[src/rtl/routing_pkg.sv]
package routing_pkg;

   // Counts and widths
   localparam int NUM_EVENTS = 2;
   localparam int NUM_LINES = 3;
   localparam int NUM_SOURCES = NUM_EVENTS + NUM_LINES;
   localparam int MAX_CHANNELS = 4;
   localparam int CODE_W = 8;

   // Register byte offsets; assignment registers are arrays of words
   localparam logic [7:0] OFS_EVENT_ASSIGN = 8'h00;
   localparam logic [7:0] OFS_BUS_IN_ASSIGN = 8'h08;
   localparam logic [7:0] OFS_BUS_OUT_ASSIGN = 8'h14;
   localparam logic [7:0] OFS_CONTROL = 8'h20;
   localparam logic [7:0] OFS_COMMAND = 8'h24;
   localparam logic [7:0] OFS_STATE = 8'h28;
   localparam logic [7:0] OFS_IRQ_STATUS = 8'h2c;
   localparam logic [7:0] OFS_IRQ_MASK = 8'h30;

   // Control register fields
   localparam int CTRL_REMOTE_ALLOW_POS = 0;
   localparam int CTRL_SUPPORT_POS = 1;
   localparam int CTRL_DISTRIBUTED_POS = 2;
   localparam int CTRL_SOFT_RESET_POS = 3;
   localparam logic [2:0] CTRL_RESET = 3'h0;

   // Command and state register fields, four channel slots each
   localparam int ST_RUN_POS = 0;
   localparam int ST_MANUAL_POS = 4;
   localparam int ST_REMOTE_POS = 8;
   localparam int ST_BANK_POS = 12;
   localparam int ST_LINE_POS = 20;
   localparam int ST_EVENT_POS = 23;
   localparam int ST_ERROR_POS = 25;

   // Interrupt status bits
   localparam int IRQ_EVENT_POS = 0;
   localparam int IRQ_LINE_POS = 2;
   localparam int IRQ_REFUSED_POS = 5;
   localparam int IRQ_W = 6;
   localparam logic [IRQ_W-1:0] IRQ_RESET = 6'h00;

   // Assignment code limits and layout
   localparam logic [CODE_W-1:0] ASSIGN_RESET = 8'h00;
   localparam logic [CODE_W-1:0] EVENT_CODE_MAX = 8'h45;
   localparam logic [CODE_W-1:0] BUS_IN_MAX_2CH = 8'h45;
   localparam logic [CODE_W-1:0] BUS_IN_MAX_4CH = 8'h84;
   localparam logic [CODE_W-1:0] BUS_OUT_MAX_2CH = 8'h57;
   localparam logic [CODE_W-1:0] BUS_OUT_MAX_4CH = 8'h96;
   localparam logic [CODE_W-1:0] IN_CHAN_BASE = 8'h07;
   localparam logic [CODE_W-1:0] IN_FUNCS_PER_CHAN = 8'h06;
   localparam logic [CODE_W-1:0] OUT_CHAN_BASE = 8'h11;
   localparam logic [CODE_W-1:0] OUT_FUNCS_PER_CHAN = 8'h10;
   localparam int OUT_GLOBAL_N = 17;
   localparam int OUT_CHAN_N = 16;

   // Status word bits that raise the controller-error source
   localparam int ERROR_LOW_BIT = 0;
   localparam int ERROR_HIGH_BIT = 13;

   // Cycles the synchronisers need before startup levels are valid
   localparam logic [1:0] SETTLE_CYCLES = 2'h2;

   typedef enum logic [2:0] {
      FN_NONE,
      FN_BANK0,
      FN_BANK1,
      FN_STOP_RUN,
      FN_RUN_STOP,
      FN_AUTO_MANUAL,
      FN_LOCAL_REMOTE
   } input_func_e;

   typedef struct packed {
      input_func_e func;
      logic [MAX_CHANNELS-1:0] chmask;
   } route_s;

   typedef struct packed {
      logic [2:0] alarm;
      logic input_error;
      logic remote_setpoint_input_error;
      logic heater_burnout_alarm;
      logic heater_short_alarm;
      logic heater_overcurrent_alarm;
   } chan_flags_s;

   typedef struct packed {
      logic run;
      logic manual;
      logic remote;
      logic [1:0] bank;
   } chan_mode_s;

endpackage
[src/rtl/edge_sync.sv]
module edge_sync #(
   parameter int WIDTH = 1
) (
   // Clock and reset
   input wire logic clk,
   input wire logic rst,
   // Asynchronous levels in
   input wire logic [WIDTH-1:0] din,
   // Synchronised level and change pulse
   output logic [WIDTH-1:0] level,
   output logic [WIDTH-1:0] changed
);

   logic [WIDTH-1:0] meta_q, meta_d;
   logic [WIDTH-1:0] sync_q, sync_d;
   logic [WIDTH-1:0] prev_q, prev_d;
   logic [2:0] fill_q, fill_d;

   always_comb begin
      meta_d = din;
      sync_d = meta_q;
      prev_d = sync_q;
      fill_d = {fill_q[1:0], 1'b1};
   end

   always_ff @(posedge clk) begin
      if (rst) begin
         meta_q <= '0;
         sync_q <= '0;
         prev_q <= '0;
         fill_q <= '0;
      end else begin
         meta_q <= meta_d;
         sync_q <= sync_d;
         prev_q <= prev_d;
         fill_q <= fill_d;
      end
   end

   // Both directions count as a change
   assign level = sync_q;
   // Pipe filling after reset is no pin change; a pin high at reset
   // would otherwise flag a false edge
   assign changed = (sync_q ^ prev_q) & {WIDTH{fill_q[2]}};

endmodule

[src/rtl/event_bus_router.sv]
module event_bus_router #(
   parameter int NUM_CH = 2
) (
   // Clock and reset
   input wire logic SYS_CLK,
   input wire logic RESET,
   // Avalon-MM slave
   input wire logic [7:0] AVS_ADDRESS,
   input wire logic AVS_READ,
   input wire logic AVS_WRITE,
   input wire logic [3:0] AVS_BYTEENABLE,
   input wire logic [31:0] AVS_WRITEDATA,
   output logic [31:0] AVS_READDATA,
   output logic AVS_WAITREQUEST,
   // Event input pins
   input wire logic EVENT_INPUT_ONE,
   input wire logic EVENT_INPUT_TWO,
   // Shared wired-OR lines
   input wire logic [routing_pkg::NUM_LINES-1:0] SHARED_LINE_IN,
   output logic [routing_pkg::NUM_LINES-1:0] SHARED_LINE_OUT,
   output logic [routing_pkg::NUM_LINES-1:0] SHARED_LINE_OE,
   // Controller state
   input wire logic [15:0] DEVICE_STATUS,
   input routing_pkg::chan_flags_s [NUM_CH-1:0] CHANNEL_FLAGS,
   output routing_pkg::chan_mode_s [NUM_CH-1:0] CHANNEL_MODE,
   // Interrupt
   output logic IRQ
);

   localparam int NS = routing_pkg::NUM_SOURCES;
   localparam int NE = routing_pkg::NUM_EVENTS;
   localparam int NL = routing_pkg::NUM_LINES;
   localparam int CW = routing_pkg::CODE_W;
   localparam logic [CW-1:0] IN_MAX =
      (NUM_CH == 4) ? routing_pkg::BUS_IN_MAX_4CH : routing_pkg::BUS_IN_MAX_2CH;
   localparam logic [CW-1:0] OUT_MAX =
      (NUM_CH == 4) ? routing_pkg::BUS_OUT_MAX_4CH : routing_pkg::BUS_OUT_MAX_2CH;

   if (NUM_CH != 2 && NUM_CH != 4) begin : g_bad_ch
      $error("NUM_CH must be 2 or 4");
   end

   // Maps an input assignment code to its function and channel set
   function automatic routing_pkg::route_s decode_in(input logic [CW-1:0] code,
                                                      input int nch);
      routing_pkg::route_s r;
      logic [CW-1:0] rel;
      logic [CW-1:0] ch;
      logic [CW-1:0] fn;
      r.func = routing_pkg::FN_NONE;
      r.chmask = '0;
      rel = '0;
      ch = '0;
      fn = '0;
      if (code >= 8'h01 && code < routing_pkg::IN_CHAN_BASE) begin
         r.func = routing_pkg::input_func_e'(code[2:0]);
         r.chmask = '1;
      end else if (code >= routing_pkg::IN_CHAN_BASE) begin
         rel = code - routing_pkg::IN_CHAN_BASE;
         ch = rel / routing_pkg::IN_FUNCS_PER_CHAN;
         fn = rel % routing_pkg::IN_FUNCS_PER_CHAN;
         if (ch < CW'(nch)) begin
            r.func = routing_pkg::input_func_e'(fn[2:0] + 3'h1);
            r.chmask[ch[1:0]] = 1'b1;
         end
      end
      return r;
   endfunction

   // Byte-lane merge of a write into the current value
   function automatic logic [31:0] merge(input logic [31:0] old, input logic [31:0] wd,
                                         input logic [3:0] be);
      logic [31:0] m;
      m = old;
      for (int b = 0; b < 4; b++) begin
         if (be[b]) begin
            m[8*b +: 8] = wd[8*b +: 8];
         end
      end
      return m;
   endfunction

   // Synchronised inputs
   logic [NS-1:0] src_level;
   logic [NS-1:0] src_changed;

   edge_sync #(.WIDTH(NS)) u_sync (
      .clk(SYS_CLK),
      .rst(RESET),
      .din({SHARED_LINE_IN, EVENT_INPUT_TWO, EVENT_INPUT_ONE}),
      .level(src_level),
      .changed(src_changed)
   );

   // State
   logic ack_q, ack_d;
   logic [31:0] rdata_q, rdata_d;
   logic [CW-1:0] ev_shadow_q [NE], ev_shadow_d [NE];
   logic [CW-1:0] in_shadow_q [NL], in_shadow_d [NL];
   logic [CW-1:0] out_shadow_q [NL], out_shadow_d [NL];
   logic [CW-1:0] ev_active_q [NE], ev_active_d [NE];
   logic [CW-1:0] in_active_q [NL], in_active_d [NL];
   logic [CW-1:0] out_active_q [NL], out_active_d [NL];
   logic [2:0] ctrl_q, ctrl_d;
   logic [1:0] settle_q, settle_d;
   routing_pkg::chan_mode_s [NUM_CH-1:0] mode_q, mode_d;
   logic [NL-1:0] drive_q, drive_d;
   logic [routing_pkg::IRQ_W-1:0] irq_status_q, irq_status_d;
   logic [routing_pkg::IRQ_W-1:0] irq_mask_q, irq_mask_d;

   // Decoded bus access
   logic req;
   logic wr_fire;
   logic [31:0] old_word;
   logic [31:0] wr_word;
   logic running;
   logic load;
   logic started;
   logic bus_in_ok;
   logic ctrl_error;
   logic refused;
   logic [31:0] state_word;

   assign req = AVS_READ | AVS_WRITE;
   assign wr_fire = AVS_WRITE & ack_q;
   assign load = (settle_q == 2'h1);
   assign started = (settle_q == 2'h0);
   assign bus_in_ok = ctrl_q[routing_pkg::CTRL_SUPPORT_POS] &
                      ~ctrl_q[routing_pkg::CTRL_DISTRIBUTED_POS];
   assign ctrl_error = |DEVICE_STATUS[routing_pkg::ERROR_HIGH_BIT:routing_pkg::ERROR_LOW_BIT];

   always_comb begin
      running = 1'b0;
      for (int c = 0; c < NUM_CH; c++) begin
         running = running | mode_q[c].run;
      end
   end

   always_comb begin
      state_word = '0;
      for (int c = 0; c < NUM_CH; c++) begin
         state_word[routing_pkg::ST_RUN_POS + c] = mode_q[c].run;
         state_word[routing_pkg::ST_MANUAL_POS + c] = mode_q[c].manual;
         state_word[routing_pkg::ST_REMOTE_POS + c] = mode_q[c].remote;
         state_word[routing_pkg::ST_BANK_POS + 2*c +: 2] = mode_q[c].bank;
      end
      state_word[routing_pkg::ST_LINE_POS +: NL] = src_level[NS-1:NE];
      state_word[routing_pkg::ST_EVENT_POS +: NE] = src_level[NE-1:0];
      state_word[routing_pkg::ST_ERROR_POS] = ctrl_error;
   end

   // Read mux, also the old value for byte-lane merging
   always_comb begin
      old_word = '0;
      for (int i = 0; i < NE; i++) begin
         if (AVS_ADDRESS == routing_pkg::OFS_EVENT_ASSIGN + 8'(4*i)) begin
            old_word = {24'h000000, ev_shadow_q[i]};
         end
      end
      for (int i = 0; i < NL; i++) begin
         if (AVS_ADDRESS == routing_pkg::OFS_BUS_IN_ASSIGN + 8'(4*i)) begin
            old_word = {24'h000000, in_shadow_q[i]};
         end
         if (AVS_ADDRESS == routing_pkg::OFS_BUS_OUT_ASSIGN + 8'(4*i)) begin
            old_word = {24'h000000, out_shadow_q[i]};
         end
      end
      if (AVS_ADDRESS == routing_pkg::OFS_CONTROL) begin
         old_word = {29'h00000000, ctrl_q};
      end
      if (AVS_ADDRESS == routing_pkg::OFS_STATE || AVS_ADDRESS == routing_pkg::OFS_COMMAND) begin
         old_word = state_word;
      end
      if (AVS_ADDRESS == routing_pkg::OFS_IRQ_STATUS) begin
         old_word = {26'h0000000, irq_status_q};
      end
      if (AVS_ADDRESS == routing_pkg::OFS_IRQ_MASK) begin
         old_word = {26'h0000000, irq_mask_q};
      end
      wr_word = merge(old_word, AVS_WRITEDATA, AVS_BYTEENABLE);
   end

   // Bus handshake: one wait cycle, read data captured in it
   always_comb begin
      ack_d = req & ~ack_q;
      rdata_d = rdata_q;
      if (AVS_READ & ~ack_q) begin
         rdata_d = old_word;
      end
   end

   // Assignment registers, control and settle sequencing
   always_comb begin
      ev_shadow_d = ev_shadow_q;
      in_shadow_d = in_shadow_q;
      out_shadow_d = out_shadow_q;
      ev_active_d = ev_active_q;
      in_active_d = in_active_q;
      out_active_d = out_active_q;
      ctrl_d = ctrl_q;
      settle_d = (settle_q != 2'h0) ? settle_q - 2'h1 : settle_q;
      refused = 1'b0;
      if (wr_fire) begin
         for (int i = 0; i < NE; i++) begin
            if (AVS_ADDRESS == routing_pkg::OFS_EVENT_ASSIGN + 8'(4*i)) begin
               if (running || wr_word[CW-1:0] > routing_pkg::EVENT_CODE_MAX) begin
                  refused = 1'b1;
               end else begin
                  ev_shadow_d[i] = wr_word[CW-1:0];
               end
            end
         end
         for (int i = 0; i < NL; i++) begin
            if (AVS_ADDRESS == routing_pkg::OFS_BUS_IN_ASSIGN + 8'(4*i)) begin
               if (running || wr_word[CW-1:0] > IN_MAX) begin
                  refused = 1'b1;
               end else begin
                  in_shadow_d[i] = wr_word[CW-1:0];
               end
            end
            if (AVS_ADDRESS == routing_pkg::OFS_BUS_OUT_ASSIGN + 8'(4*i)) begin
               if (running || wr_word[CW-1:0] > OUT_MAX) begin
                  refused = 1'b1;
               end else begin
                  out_shadow_d[i] = wr_word[CW-1:0];
               end
            end
         end
         if (AVS_ADDRESS == routing_pkg::OFS_CONTROL) begin
            ctrl_d = wr_word[2:0];
            if (wr_word[routing_pkg::CTRL_SOFT_RESET_POS]) begin
               // New settings only take over here, then levels re-apply
               ev_active_d = ev_shadow_q;
               in_active_d = in_shadow_q;
               out_active_d = out_shadow_q;
               settle_d = routing_pkg::SETTLE_CYCLES;
            end
         end
      end
   end

   // Channel modes: commands, then input functions in source order
   always_comb begin
      routing_pkg::route_s r;
      logic ok;
      r = '0;
      ok = 1'b0;
      mode_d = mode_q;
      if (wr_fire && AVS_ADDRESS == routing_pkg::OFS_COMMAND) begin
         for (int c = 0; c < NUM_CH; c++) begin
            mode_d[c].run = wr_word[routing_pkg::ST_RUN_POS + c];
            mode_d[c].manual = wr_word[routing_pkg::ST_MANUAL_POS + c];
            mode_d[c].remote = wr_word[routing_pkg::ST_REMOTE_POS + c] &
                               ctrl_q[routing_pkg::CTRL_REMOTE_ALLOW_POS];
            mode_d[c].bank = wr_word[routing_pkg::ST_BANK_POS + 2*c +: 2];
         end
      end
      for (int s = 0; s < NS; s++) begin
         r = decode_in((s < NE) ? ev_active_q[s] : in_active_q[s-NE],
                       (s < NE) ? 2 : NUM_CH);
         // Startup load applies levels even without an edge
         ok = (load | src_changed[s]) & ((s < NE) | bus_in_ok);
         for (int c = 0; c < NUM_CH; c++) begin
            if (ok && r.chmask[c]) begin
               unique case (r.func)
                  routing_pkg::FN_NONE: begin
                  end
                  routing_pkg::FN_BANK0: begin
                     mode_d[c].bank[0] = src_level[s];
                  end
                  routing_pkg::FN_BANK1: begin
                     mode_d[c].bank[1] = src_level[s];
                  end
                  routing_pkg::FN_STOP_RUN: begin
                     mode_d[c].run = src_level[s];
                  end
                  routing_pkg::FN_RUN_STOP: begin
                     mode_d[c].run = ~src_level[s];
                  end
                  routing_pkg::FN_AUTO_MANUAL: begin
                     mode_d[c].manual = src_level[s];
                  end
                  routing_pkg::FN_LOCAL_REMOTE: begin
                     if (ctrl_q[routing_pkg::CTRL_REMOTE_ALLOW_POS]) begin
                        mode_d[c].remote = src_level[s];
                     end
                  end
               endcase
            end
         end
      end
   end

   // Line drive: this unit's share of the wired-OR
   always_comb begin
      logic [routing_pkg::OUT_GLOBAL_N-1:0] glob;
      logic [routing_pkg::OUT_CHAN_N-1:0] chsrc [routing_pkg::MAX_CHANNELS];
      logic [CW-1:0] rel;
      logic [CW-1:0] ch;
      logic [CW-1:0] fn;
      glob = '0;
      rel = '0;
      ch = '0;
      fn = '0;
      for (int c = 0; c < routing_pkg::MAX_CHANNELS; c++) begin
         chsrc[c] = '0;
      end
      glob[1] = ctrl_error;
      glob[3] = 1'b1;
      for (int c = 0; c < NUM_CH; c++) begin
         chsrc[c] = {mode_q[c].remote, mode_q[c].manual, ~mode_q[c].run, mode_q[c].run,
                     mode_q[c].bank, CHANNEL_FLAGS[c].heater_overcurrent_alarm,
                     CHANNEL_FLAGS[c].heater_short_alarm, CHANNEL_FLAGS[c].heater_burnout_alarm,
                     CHANNEL_FLAGS[c].remote_setpoint_input_error,
                     CHANNEL_FLAGS[c].input_error, &CHANNEL_FLAGS[c].alarm,
                     |CHANNEL_FLAGS[c].alarm, CHANNEL_FLAGS[c].alarm};
         glob[2] = glob[2] | chsrc[c][3];
         glob[3] = glob[3] & chsrc[c][4];
         glob[6:4] = glob[6:4] | chsrc[c][2:0];
         glob[11:7] = glob[11:7] | chsrc[c][9:5];
      end
      glob[13:12] = src_level[NE-1:0];
      glob[16:14] = src_level[NS-1:NE] & {NL{bus_in_ok}};
      for (int l = 0; l < NL; l++) begin
         drive_d[l] = 1'b0;
         if (out_active_q[l] < routing_pkg::OUT_CHAN_BASE) begin
            drive_d[l] = glob[out_active_q[l][4:0]];
         end else begin
            rel = out_active_q[l] - routing_pkg::OUT_CHAN_BASE;
            ch = rel / routing_pkg::OUT_FUNCS_PER_CHAN;
            fn = rel % routing_pkg::OUT_FUNCS_PER_CHAN;
            if (ch < CW'(NUM_CH)) begin
               drive_d[l] = chsrc[ch[1:0]][fn[3:0]];
            end
         end
      end
   end

   // Interrupts: set wins over write-one-to-clear
   always_comb begin
      logic [routing_pkg::IRQ_W-1:0] set;
      set = '0;
      set[routing_pkg::IRQ_EVENT_POS +: NE] = src_changed[NE-1:0] & {NE{started}};
      set[routing_pkg::IRQ_LINE_POS +: NL] = src_changed[NS-1:NE] & {NL{started}};
      set[routing_pkg::IRQ_REFUSED_POS] = refused;
      irq_status_d = irq_status_q;
      irq_mask_d = irq_mask_q;
      if (wr_fire && AVS_ADDRESS == routing_pkg::OFS_IRQ_STATUS) begin
         irq_status_d = irq_status_q & ~wr_word[routing_pkg::IRQ_W-1:0];
      end
      if (wr_fire && AVS_ADDRESS == routing_pkg::OFS_IRQ_MASK) begin
         irq_mask_d = wr_word[routing_pkg::IRQ_W-1:0];
      end
      irq_status_d = irq_status_d | set;
   end

   always_ff @(posedge SYS_CLK) begin
      if (RESET) begin
         ack_q <= 1'b0;
         rdata_q <= '0;
         for (int i = 0; i < NE; i++) begin
            ev_shadow_q[i] <= routing_pkg::ASSIGN_RESET;
            ev_active_q[i] <= routing_pkg::ASSIGN_RESET;
         end
         for (int i = 0; i < NL; i++) begin
            in_shadow_q[i] <= routing_pkg::ASSIGN_RESET;
            in_active_q[i] <= routing_pkg::ASSIGN_RESET;
            out_shadow_q[i] <= routing_pkg::ASSIGN_RESET;
            out_active_q[i] <= routing_pkg::ASSIGN_RESET;
         end
         ctrl_q <= routing_pkg::CTRL_RESET;
         settle_q <= routing_pkg::SETTLE_CYCLES;
         mode_q <= '0;
         drive_q <= '0;
         irq_status_q <= routing_pkg::IRQ_RESET;
         irq_mask_q <= routing_pkg::IRQ_RESET;
      end else begin
         ack_q <= ack_d;
         rdata_q <= rdata_d;
         ev_shadow_q <= ev_shadow_d;
         ev_active_q <= ev_active_d;
         in_shadow_q <= in_shadow_d;
         in_active_q <= in_active_d;
         out_shadow_q <= out_shadow_d;
         out_active_q <= out_active_d;
         ctrl_q <= ctrl_d;
         settle_q <= settle_d;
         mode_q <= mode_d;
         drive_q <= drive_d;
         irq_status_q <= irq_status_d;
         irq_mask_q <= irq_mask_d;
      end
   end

   assign AVS_WAITREQUEST = req & ~ack_q;
   assign AVS_READDATA = rdata_q;
   // Wired-OR: drive high only when asserting, otherwise release
   assign SHARED_LINE_OUT = drive_q;
   assign SHARED_LINE_OE = drive_q;
   assign CHANNEL_MODE = mode_q;
   assign IRQ = |(irq_status_q & irq_mask_q);

endmodule

[config.mk]
export PLATFORM = sky130hd
export DESIGN_NAME = event_bus_router
export DESIGN_NICKNAME = d
export VERILOG_FILES = /design/src/rtl/routing_pkg.sv /design/src/rtl/edge_sync.sv /design/src/rtl/event_bus_router.sv
export SDC_FILE = /design/constraint.sdc
export NUM_CORES = 1
export LEC_CHECK = 0
export BUFFER_PORTS_ARGS = -buffer_cell sky130_fd_sc_hd__clkbuf_2
export CORE_MARGIN = 4
export CORE_UTILIZATION = 35
export CTS_CLUSTER_SIZE = 12
export DETAILED_ROUTE_END_ITERATION = 16
export GPL_TIMING_DRIVEN = 0
export HOLD_SLACK_MARGIN = 0.12
export SKIP_LAST_GASP = 1
export SLEW_MARGIN = 20
export SYNTH_ARGS = -nofsm -noshare
export SYNTH_HDL_FRONTEND = slang
export SYNTH_SLANG_ARGS = --single-unit
export TNS_END_PERCENT = 30
[constraint.sdc]
create_clock -name SYS_CLK -period 4.8 [get_ports SYS_CLK]
set_input_delay 0.96 -clock SYS_CLK [delete_from_list [all_inputs] [get_ports SYS_CLK]]
set_output_delay 0.96 -clock SYS_CLK [all_outputs]
set_load 0.01 [all_outputs]
==> out/summary.txt <==
Status = finished, final reports clean
Clk sinks = 197
CP required = 5160 ps
Seq pwr share = 47.6%
Vias per inst = 5.966
Die area = 47180 µm²
GRT overflow = 0
1st-iter DRT viols = 1504
Critical setup path kind = reg2reg
Pre-antenna DRT Iters = 5
Sw frac = 28.10%
Ys async rst share = 0%
Pint = 2.494 mW
Finished Core Util = 42.28%
Die H = 217.2 µm
Number of fillers in the final layout = 4400
Final hold vios = 0
CP Max Fanout = 8
DRC violations left = 0
Max incr delay on CP = 490 ps
Top FF cell, synth = dfxtp_1
Largest net degree at the start of global routing = 22
Core area = 43170 µm²
Cell mode on critical path = buf_4
Root Driver = clkbuf_16
RSZ-0062 raised after global routing = true
Nets@finish = 2273
Die width = 217.2 µm
Synth Warn # = 0
Crit-path cells = buf_6, a311o_1, buf_6, buf_4, xnor2_1, o211ai_1, and3_4, nor2_2, o311ai_1, a22oi_2, buf_4, buf_4, buf_4, buf_4, buf_4, buf_4, buf_4, nor3_1, o21ai_1, nand2b_4, o22a_1, a211oi_1
Setup crit start kind = flip-flop
First-pass GRT wire length = 89.11 mm
Clock Latency Late Sink = 450 ps
Mapped Cells = 2012
Hold slack = 442.3 ps
Cell Pwr Density = 190.1 nW/µm²
H-tree depth = 4
Post-synthesis sequential area ratio = 25.75%
Maximum clock rate = 211.7 MHz
CTS tree = yes
Fin crit period = 4724 ps
Share of layout cells above drive strength 1 = 19.56%
Initial antenna violation count = 1
Post-synth EDFFs = 0
Hold buffers post-CTS = 0
Clock Path Buffers = 2
Pins Over Slew Limit = 0
Top post-synthesis cells by area = dfxtp_1, nand2_1, mux4_2, mux2i_1, a21oi_1
Post-synth cell types = 95
Via count = 16450
Aggregate global-route resource usage = 23.38%
Number of global-route vias before repair = 15580
I/O pins = 135
# rows = 76
Total wire length = 57.67 mm
Slowest CP cell = nor3_1
Setup-failing EPs final = 0
HP Class = reg2reg
Syn-to-layout area delta = 19.15%
Worst vdd ir = 0.2556 mV
Combinational share of power = 8.1%
Drt wl/cell = 20.91 µm
Port Buffers = 98
Total of max-cap violations = 0
N_diodes = 0
CP Capture Type = flip-flop
NetSw = 974.9 µW
Leading area contributor after synthesis = dfxtp_1
Worst Tran Pin Value = 1168 ps
Average cell area after synthesis = 7.614 µm²
Initial Util = 35.48%
Post-synth top area share = 25.75%
DP HPWL = 43.51 mm
Syn Std Cell Area = 15320 µm²
Routed Antenna Nets = 0
Pleak = 6.704 nW
Num CTS Buffers = 17
Slew HR = 21.41%
Clk pwr share = 44.3%
Final Skew = 16.29 ps
#FFs+latches synth = 197
Clk slew on worst S/H paths = 80 ps
CP Data Arrival Time = 5080 ps
Routability cong. = 1.013
Final period util = 98.42%
[critical path: cells and delay by family, from the launching register on]
kind,cells,cell delay (ps)
flops,1,350
simple gates,4,1090
compound gates,7,1800
buf+inv,10,1280
xor+xnor,1,120
[worst paths after layout]
kind	from	endpoint	slack (ps)	cells past startpoint
worst max-delay path	in_active_q[9]$_SDFFE_PP0P_	CHANNEL_MODE[2]$_SDFF_PP0_	80	22
worst min-delay path	u_sync.fill_q[0]$_DFF_P_	u_sync.fill_q[1]$_SDFF_PP0_	440	1
worst max register to register	in_active_q[9]$_SDFFE_PP0P_	CHANNEL_MODE[2]$_SDFF_PP0_	80	22
worst min register to register	u_sync.fill_q[0]$_DFF_P_	u_sync.fill_q[1]$_SDFF_PP0_	440	1
[what timing repair did]
item / CTS / global route
endpoints found under the hold margin: 0 / 0
resized for setup: 85 / 144
pin swaps: 21 / 47
buffers inserted: 18 / 16
endpoints found under the setup margin: 123 / 71
[metal layers]
metal / track usage, % / part of all wire (%) / routed length [µm]
met5: 0 / 0.023 / 13
met4: 7.547 / 3.6 / 2078
met3: 3.519 / 6.5 / 3733
met2: 39.87 / 48 / 27680
met1: 30.47 / 42 / 24170
[power by group through the flow]
stage / registers, mW / logic [mW] / clock network, mW
CTS: 1.65 / 0.268 / 1.54
global placement: 1.69 / 0.260 / 0
detailed placement: 1.69 / 0.263 / 0
floorplan: 1.69 / 0.146 / 0
global route: 1.65 / 0.295 / 1.60
finish: 1.65 / 0.280 / 1.54
[registers in the layout (all words and copies together), names as in the netlist, 5 cells and up]
| register | count |
|---|---|
| ev_shadow_q | 16 |
| u_sync.prev_q | 5 |
| out_active_q | 24 |
| in_shadow_q | 24 |
| irq_mask_q | 6 |
| ev_active_q | 16 |
| u_sync.level | 5 |
| CHANNEL_MODE | 10 |
| AVS_READDATA | 20 |
| u_sync.meta_q | 5 |
| irq_status_q | 6 |
| in_active_q | 24 |
| out_shadow_q | 24 |
[area by class of cell]
| class | count | area (µm²) | area share [%] |
|---|---|---|---|
| plain buffers | 150 | 764.5 | 4.188 |
| clock buffers | 17 | 425.4 | 2.331 |
| clock inverters | 15 | 205.2 | 1.124 |
| inverters | 60 | 225.2 | 1.234 |
| multi-input cells | 1602 | 11180 | 61.24 |
| flip-flops and latches | 197 | 3956 | 21.68 |
| well taps | 585 | 732.0 | 4.010 |
| repair buffers | 132 | 765.7 | 4.195 |
[synthesized netlist by cell type (19+ instances only)]
master      n
ha_1       28
inv_1      50
nand3_1    61
nand4_1    23
mux2i_1    89
nor3_1     52
nor2b_1    34
nand2b_1   21
dfxtp_1   197
nand2_1   272
xnor2_1    44
nor4_1     22
o21ai_0    77
a21oi_1   167
clkbuf_1  123
a211oi_1   24
mux4_2     40
nor2_1    214
a22oi_1    19
and3_1     22
xor2_1     28
[cells in the final DEF, fill, tap and decap left out, types with 23 or more instances in the layout]
cell type and count:
nand3_1 58, clkbuf_1 82, nor2b_1 34, xnor2_1 38
nand2_1 267, nor3_1 45, a21oi_1 163, clkbuf_2 115
o21ai_0 71, xor2_1 27, ha_1 25, inv_1 49
mux4_2 40, nor2_1 202, buf_4 48, mux2i_1 88
nand4_1 23, dfxtp_1 189
[cell families (layout without fill, tap and decap cells)]
group                      count (synthesis)  count (layout)  share of synthesized area (%)
DFF                                      197             197                          25.75
adders and majority gates                 28              28                          2.287
xor gates and xnor gates                  74              74                          4.370
muxes                                    146             146                          12.95
and+or+nand+nor                          814             814                          25.04
AOI/OAI and AO/OA                        528             528                          23.55
other                                      1              12                        0.02448
buffers and inverters                    224             374                          6.036
[metrics by stage]
stage | instance area [µm²] | total power [mW] | instances | setup TNS [ps] | setup slack (ps)
after CTS | 17700 | 3.455 | 2749 | 0 | 3.886
after floorplan | 15360 | 1.833 | 2023 | 0 | 164.1
after global placement | 16590 | 1.951 | 2706 | -138950 | -1358
after global routing | 18250 | 3.552 | 2758 | -398.1 | -98.24
final | 18250 | 3.469 | 2758 | 0 | 75.72
after detailed placement | 16600 | 1.954 | 2706 | -97740 | -1072
No activity file was read; power rests on OpenSTA's default activity.
